[config.mk]
export PLATFORM = sky130hd
export DESIGN_NAME = lbd_led_timing
export DESIGN_NICKNAME = d
export VERILOG_FILES = /design/src/lbd_pkg.sv /design/src/lbd_tick_if.sv /design/src/lbd_timebase.sv /design/src/lbd_led_timing.sv
export SDC_FILE = /design/constraint.sdc
export NUM_CORES = 1
export LEC_CHECK = 0
export ABC_AREA = 0
export BUFFER_PORTS_ARGS = -buffer_cell sky130_fd_sc_hd__buf_2
export CORE_MARGIN = 2
export CORE_UTILIZATION = 41
export DETAILED_ROUTE_END_ITERATION = 8
export HOLD_SLACK_MARGIN = 0.1
export SYNTH_ARGS = -nofsm -noshare
export SYNTH_HDL_FRONTEND = slang
export SYNTH_SLANG_ARGS = --single-unit
[constraint.sdc]
create_clock -name sys_clk_i -period 3.5 [get_ports sys_clk_i]
set_input_delay 0.7 -clock sys_clk_i [delete_from_list [all_inputs] [get_ports sys_clk_i]]
set_output_delay 0.7 -clock sys_clk_i [all_outputs]
set_load 0.01 [all_outputs]
[src/lbd_pkg.sv]
package lbd_pkg;

	// Clock and time base
	localparam int unsigned CLK_PERIOD_NS   = 8;      // 125 MHz system clock
	localparam int unsigned SLOT_TIME_NS    = 250000; // Duty slot, 250 us
	localparam int unsigned STEP_TIME_MS    = 64;     // Pattern step, 64 ms
	localparam int unsigned FRAME_TIME_MS   = 8;      // Duty frame, 8 ms
	localparam int unsigned SLOT_CYC_DEF    = SLOT_TIME_NS / CLK_PERIOD_NS;
	localparam int unsigned SLOTS_PER_FRAME = 32;
	localparam int unsigned SLOTS_PER_STEP  = (STEP_TIME_MS * 1000000) / SLOT_TIME_NS;

	// Register offsets
	localparam logic [7:0] ADDR_REPEAT_PERIOD = 8'h4c;
	localparam logic [7:0] ADDR_DUTY_CYCLE    = 8'h4d;
	localparam logic [7:0] ADDR_ON_DURATION   = 8'h4e;

	// Field widths and reset values
	localparam int unsigned PERIOD_W    = 7;
	localparam int unsigned DUTY_W      = 5;
	localparam int unsigned ONDUR_W     = 5;
	localparam logic [6:0]  PERIOD_RST  = 7'h00;
	localparam logic [4:0]  DUTY_RST    = 5'h00;
	localparam logic [4:0]  ONDUR_RST   = 5'h00;
	localparam logic [7:0]  RDATA_RST   = 8'h00;

	// Pattern phase
	typedef enum logic {
		PH_LIT,
		PH_DARK
	} lbd_phase_t;

	// Step-length field widened to the step counter width
	function automatic logic [7:0] lbd_step_len(input logic [6:0] field);
		lbd_step_len = {1'b0, field};
	endfunction : lbd_step_len

endpackage : lbd_pkg

[src/lbd_tick_if.sv]
`timescale 1ns/10ps
`default_nettype none
interface lbd_tick_if;
	logic [7:0] slot_idx;  // Slot within the 64 ms step
	logic       step_tick; // Last cycle of a step
	logic       restart;   // Realign the time base

	modport gen  (output slot_idx, output step_tick, input restart);
	modport core (input slot_idx, input step_tick, output restart);
endinterface : lbd_tick_if
`default_nettype wire

[src/lbd_timebase.sv]
`timescale 1ns/10ps
`default_nettype none
module lbd_timebase #(
	parameter int unsigned SLOT_CYC = lbd_pkg::SLOT_CYC_DEF
) (
	// Clock, reset, enable
	input  wire logic  sys_clk_i,
	input  wire logic  sys_rst_i,
	input  wire logic  ce_i,
	// Tick carrier
	lbd_tick_if.gen    tick
);
	import lbd_pkg::*;

	localparam int unsigned CW = (SLOT_CYC > 1) ? $clog2(SLOT_CYC) : 1;

	logic [CW-1:0] cyc_ff;    // Cycles within the slot
	logic [7:0]    slot_ff;   // Slot within the step
	logic          slot_end;  // Last cycle of a slot
	logic          step_end;  // Last cycle of a step

	assign slot_end       = (cyc_ff == CW'(SLOT_CYC - 1));
	assign step_end       = slot_end && (slot_ff == 8'(SLOTS_PER_STEP - 1));
	assign tick.slot_idx  = slot_ff;
	assign tick.step_tick = step_end;

	// Counters restart on realign or at each boundary
	always_ff @(posedge sys_clk_i or posedge sys_rst_i) begin
		if (sys_rst_i) begin
			cyc_ff  <= '0;
			slot_ff <= 8'h00;
		end else if (ce_i) begin
			if (tick.restart || slot_end) begin
				cyc_ff <= '0;
			end else begin
				cyc_ff <= cyc_ff + CW'(1);
			end
			if (tick.restart) begin
				slot_ff <= 8'h00;
			end else if (slot_end) begin
				slot_ff <= slot_ff + 8'h01;
			end
		end
	end
endmodule : lbd_timebase
`default_nettype wire

[src/lbd_led_timing.sv]
`timescale 1ns/10ps
`default_nettype none
// Notes on behaviour
// - Repeat period is 7-bit field times 64 ms, field 0 giving 64 ms.
// - High fraction is duty plus one over 32.
// - Duty zero: 250 us high, 7.75 ms low.
// - Duty all ones: output high through the whole lit part.
// - On-time is 5-bit field times 64 ms.
// - Unused upper bits read zero, writes ignored.
// - All three registers clear on reset.
// - Period field writable to full 127 steps.
// - Other step lengths use same 64 ms timing.
module lbd_led_timing #(
	parameter int unsigned SLOT_CYC = lbd_pkg::SLOT_CYC_DEF
) (
	// Clock, reset, enable
	input  wire logic        sys_clk_i,
	input  wire logic        sys_rst_i,
	input  wire logic        ce_i,
	// Register port
	input  wire logic        reg_wr_i,
	input  wire logic        reg_rd_i,
	input  wire logic [7:0]  reg_addr_i,
	input  wire logic [7:0]  reg_wdata_i,
	output var  logic [7:0]  reg_rdata_o,
	// LED channel output
	output var  logic        chan_a_on_signal_o
);
	import lbd_pkg::*;

	lbd_tick_if tick ();  // Time base carrier

	logic [6:0] chan_a_repeat_period_ff; // Period in steps
	logic [4:0] chan_a_duty_code_ff;     // Duty code
	logic [4:0] chan_a_on_duration_ff;   // On-time in steps
	logic [7:0] step_ff;                 // Step within the period
	lbd_phase_t phase_ff;                // Lit or dark part of period
	logic [7:0] nxt_step;
	lbd_phase_t nxt_phase;
	logic       nxt_on;
	logic [7:0] nxt_rdata;
	logic       wr_period;               // Decoded writes
	logic       wr_duty;
	logic       wr_ondur;
	logic       period_end;              // Last step of the period
	logic [4:0] frame_slot;              // Slot within the 8 ms frame
	logic       pwm_high;                // Duty comparator

	// Time base
	lbd_timebase #(
		.SLOT_CYC (SLOT_CYC)
	) u_timebase (
		.sys_clk_i (sys_clk_i),
		.sys_rst_i (sys_rst_i),
		.ce_i      (ce_i),
		.tick      (tick.gen)
	);

	// Register decode
	assign wr_period = reg_wr_i && (reg_addr_i == ADDR_REPEAT_PERIOD);
	assign wr_duty   = reg_wr_i && (reg_addr_i == ADDR_DUTY_CYCLE);
	assign wr_ondur  = reg_wr_i && (reg_addr_i == ADDR_ON_DURATION);

	// A new period value realigns the time base
	assign tick.restart = wr_period;

	// Step counter wraps after the programmed number of steps, after one step when 0 is programmed
	assign period_end = (step_ff + 8'h01) >= lbd_step_len(chan_a_repeat_period_ff);
	// A period write forces step 0 here, so the phase below sees the same step as step_ff
	assign nxt_step   = tick.restart ? 8'h00 :
		(!tick.step_tick ? step_ff : (period_end ? 8'h00 : step_ff + 8'h01));

	// Lit while the step index is below the on-time
	assign nxt_phase = (nxt_step < lbd_step_len({2'b00, chan_a_on_duration_ff})) ? PH_LIT : PH_DARK;

	// Duty: slots 0..code of 32 are high
	assign frame_slot = tick.slot_idx[4:0];
	assign pwm_high   = (frame_slot <= chan_a_duty_code_ff);

	// Output selection by phase
	always_comb begin
		case (phase_ff)
			PH_LIT:  nxt_on = pwm_high;
			PH_DARK: nxt_on = 1'b0;
			default: nxt_on = 1'b0;
		endcase
	end

	// Read mux, unused bits and unmapped addresses read zero
	assign nxt_rdata = (reg_addr_i == ADDR_REPEAT_PERIOD) ? {1'b0, chan_a_repeat_period_ff} :
		(reg_addr_i == ADDR_DUTY_CYCLE)  ? {3'b000, chan_a_duty_code_ff} :
		(reg_addr_i == ADDR_ON_DURATION) ? {3'b000, chan_a_on_duration_ff} : 8'h00;

	// Configuration registers
	always_ff @(posedge sys_clk_i or posedge sys_rst_i) begin
		if (sys_rst_i) begin
			chan_a_repeat_period_ff <= PERIOD_RST;
			chan_a_duty_code_ff     <= DUTY_RST;
			chan_a_on_duration_ff   <= ONDUR_RST;
		end else if (ce_i) begin
			if (wr_period) begin
				chan_a_repeat_period_ff <= reg_wdata_i[6:0];
			end
			if (wr_duty) begin
				chan_a_duty_code_ff <= reg_wdata_i[4:0];
			end
			if (wr_ondur) begin
				chan_a_on_duration_ff <= reg_wdata_i[4:0];
			end
		end
	end

	// Read data
	// Holds until the next accepted read, so software may sample it late
	always_ff @(posedge sys_clk_i or posedge sys_rst_i) begin
		if (sys_rst_i) begin
			reg_rdata_o <= RDATA_RST;
		end else if (ce_i && reg_rd_i) begin
			reg_rdata_o <= nxt_rdata;
		end
	end

	// Pattern position
	always_ff @(posedge sys_clk_i or posedge sys_rst_i) begin
		if (sys_rst_i) begin
			step_ff  <= 8'h00;
			phase_ff <= PH_DARK;
		end else if (ce_i) begin
			step_ff  <= nxt_step;
			phase_ff <= nxt_phase;
		end
	end

	// Channel output
	always_ff @(posedge sys_clk_i or posedge sys_rst_i) begin
		if (sys_rst_i) begin
			chan_a_on_signal_o <= 1'b0;
		end else if (ce_i) begin
			chan_a_on_signal_o <= nxt_on;
		end
	end
endmodule : lbd_led_timing
`default_nettype wire

==> results.cfg <==
[cts]
cts_sinks = 57
clock_insertion_delay_worst_skew_ps = 350
clock-root-buffer = clkbuf_8
cts_bufs_inserted = 9
h-tree-depth = 3
tritoncts = yes
path_clk_slew_ps = 90
cts.path.max_buffers = 2

[power_and_ir_drop]
p_sw_frac = 0.285
cellLeakagePower_nw = 2.06
net-switching-power_w = 0.000478
power_density_mw_per_mm2 = 387
seq_power_share = 0.462
cellInternalPower_w = 0.00120
p_comb_frac = 0.107
worst_ir_drop_vdd_mv = 0.225
p_clk_frac = 0.431

[detailed_routing]
avgRoutedWirePerCell_microns = 15.5
route.antenna.remaining_nets = 0
vias = 2957
routed_wl_microns = 8520
drt_first_pass_iters = 4
drtIter0Drc = 158
post-route-drc-count = 0
avgViaCountPerCell = 5.37
route.met2.wl_microns = 4040
highest-signal-layer = met4
met1Wirelength_microns = 4040
met3RoutedLength_microns = 321

[sta]
period_share = 0.980
finalHoldViolations = 0
worst_slew_pin_slew_ps = 597
report.final.setup_viol = 0
rsz_0062_raised_after_global_routing = true
period_needed_ps = 3430
max_transition_viols_final = 0
setup_clock_skew_after_layout_ps = 14.5
slew_headroom = 0.597
final_hold_slack_ps = 354
timing.fmax_ghz = 0.291

[yosys]
synth_mux_area_frac = 0.0440
ys_top_cells_by_area = dfrtp_1, ha_1, nand2_1, o21ai_0, nor2_1
post_synth_fa_ha_maj_area_fraction = 0.0733
yosys_most_used_dff = dfrtp_1
synth_compound_gate_area_share = 0.148
synth_top_area_frac = 0.411
yosysSeqAreaShare = 0.418
yosys_register_bits = 57
postSynthNetCount = 417
synth_enable_flop_cells = 0
synth_cell_types = 51
async_flop_share = 1.00
postSynthAreaPerCell_sq_um = 9.08
synthXorXnorAreaFrac = 0.0385
post_synthesis_simple_gate_area_fraction = 0.232
netlist_instances = 376
synth.largest_area_cell = dfrtp_1
syn-cell-area_sq_mm = 0.00341
combinational_family_with_the_most_area_after_synthesis = simple AND/OR/NAND/NOR gates
synthesis.yosys.warnings = 0

[grt]
vias_in_the_first_global_route = 2782
grt_first_pass_wirelength_microns = 13400
number_of_antenna_violations_at_the_first_check_in_global_routing = 0
grt_start_max_net_pins = 36
globalRouteTotalUtil = 0.195
grt-ovfl-total = 0

[layout]
fin_area_sq_mm = 0.00433
antenna-diode-count = 0
layout.filler_cells = 748
drive_above_1_share = 0.298
syn2layout_area_growth_pct = 26.8
nets = 482

[flow_run]
maxCapViolations = 0

[floorplanning]
io-pin-count = 30
dieHeight_microns = 95.2
core-area_sq_mm = 0.00813
num_rows = 33
floorplan.die.width_microns = 95.2
floorplan.die_area_sq_mm = 0.00907
floorplan.initialDensity = 0.420

[hold_path]
worstHoldPathType = in2async

[worst_setup_path]
worst_ep_required_time_ps = 3760
worst_path_largest_cell_delay_ps = 430
path_class = reg2reg
crit_slowest_cell = dfrtp_1
worstSetupEndpointType = register
cell_by_cell_trace_of_the_critical_path = buf_6 > nand2_2 > nor2_4 > xor2_2 > ha_1 > a21o_1 > a21oi_2 > nand3_1 > buf_6 > o31ai_1 > nand3_1 > o31ai_2 > ha_1 > buf_4 > a21oi_1 > a21boi_1 > nor4_2 > o22ai_2
timing.critical_path.from_type = register
arrival_time_of_the_worst_setup_path_ps = 3690
crit_fanout = 6

[placement]
globalplace.congestion = 0.828
place.port_buffers = 27
dpl.hpwl_microns = 6090
placed_area_sq_mm = 0.00388

[run_status]
run_status = completed
-- state kept, by name, indices dropped and copies added (netlist names) --
name	count
u_timebase.tick.slot_idx	8
chan_a_duty_code_ff	5
chan_a_on_duration_ff	5
reg_rdata_o	7
step_ff	8
chan_a_repeat_period_ff	7
chan_a_on_signal_o	1
u_timebase.cyc_ff	15
phase_ff	1
-- cells in the final DEF, fill, tap and decap left out, types with 7 or more instances in the layout --
cell type  count
buf_2         27
inv_1         21
a21oi_1       15
dfrtp_1       56
xor2_1         9
nor2_1        28
buf_4         36
nand2_1       46
mux2_2         8
nand3_1       17
nand4_1        7
o31ai_1        7
or3_1          7
ha_1          17
clkbuf_8       9
o21ai_0       31
-- repair_timing --
item                                    4_1_cts  5_1_grt
setup buffers                                 5        3
endpoints found under the setup margin        1        1
resized for setup                            18       18
pin swaps                                    13       16
hold buffers                                  0        0
-- cells in the mapped netlist, types with 4 or more instances --
library cell and count:
o31ai_1 9, dfrtp_1 56, a21oi_1 18, clkbuf_1 8, buf_2 4, mux2i_1 6
and3_1 6, xor2_1 12, ha_1 20, nand2_1 48, nor2_1 30, or3_1 7
nand3_1 19, nand4_1 7, o21ai_0 32, nor2b_1 5, inv_1 24, nor3_1 6
mux2_2 8
-- power by group through the flow --
stage / sequential (W) / combinational [W] / clock (W)
2_1_floorplan: 0.000772 / 0.000129 / 0
3_3_place_gp: 0.000785 / 0.000172 / 0
3_5_place_dp: 0.000786 / 0.000176 / 0
4_1_cts: 0.000774 / 0.000180 / 0.000733
5_1_grt: 0.000781 / 0.000210 / 0.000769
6_report: 0.000774 / 0.000179 / 0.000721
-- logic make-up (layout without fill, tap and decap cells) --
| family | Yosys count | count (layout) |
|---|---|---|
| muxes | 14 | 14 |
| xor gates and xnor gates | 15 | 15 |
| and+or+nand+nor | 151 | 151 |
| AOI/OAI and AO/OA | 80 | 80 |
| buffers and inverters | 38 | 108 |
| adders and majority gates | 20 | 20 |
| DFF | 57 | 57 |
| other | 1 | 1 |
-- stage by stage --
| stage | TNS, ps | utilization | instances | total power, W | setup WS (ps) |
|---|---|---|---|---|---|
| floorplan | 0 | - | 376 | 0.000901 | 50.4 |
| global placement | -116 | 0.477 | 528 | 0.000957 | -116 |
| detailed placement | -116 | 0.477 | 528 | 0.000962 | -116 |
| CTS | 0 | 0.519 | 549 | 0.00169 | 4.26 |
| global route | -110 | 0.532 | 551 | 0.00176 | -110 |
| finish | 0 | 0.532 | 551 | 0.00167 | 68.4 |
-- worst max-delay path: cells and delay by family (launching register included) --
kind                     cells  cell delay [ps]
AO/OA/AOI/OAI                7              980
AND/OR/NAND/NOR              5              720
adder cells (fa/ha/maj)      2              590
buffers and inverters        3              440
flip-flops                   1              430
XOR/XNOR                     1              170
-- routing by layer --
layer	track usage	up-vias
li1	-	1456
met1	0.264	1422
met2	0.314	66
met3	0.0411	13
met4	0.0604	0
met5	0	-
-- worst paths after layout --
| path | start | endpoint | slack, ps | cells after the start |
|---|---|---|---|---|
| worst max-delay path | step_ff[1] | phase_ff | 70 | 18 |
| worst min-delay path | sys_rst_i | u_timebase.tick.slot_idx[3] | 350 | 2 |
| worst max register to register | step_ff[1] | phase_ff | 70 | 18 |
| worst min register to register | reg_rdata_o[2] | reg_rdata_o[2] | 490 | 2 |
| max in group asynchronous | sys_rst_i | phase_ff | 2270 | 3 |
| min in group sys_clk_i | reg_rdata_o[2] | reg_rdata_o[2] | 490 | 2 |
-- layout make-up --
type,count,area (sq um),area share
clock inverter,7,103,0.0237
timing repair buffer,68,462,0.107
tap,105,131,0.0303
inverter,24,90.1,0.0208
multi-input combinational,281,1990,0.460
sequential,57,1430,0.330
clock buffer,9,124,0.0286
Note: power is estimated with default switching activity, not from simulation.
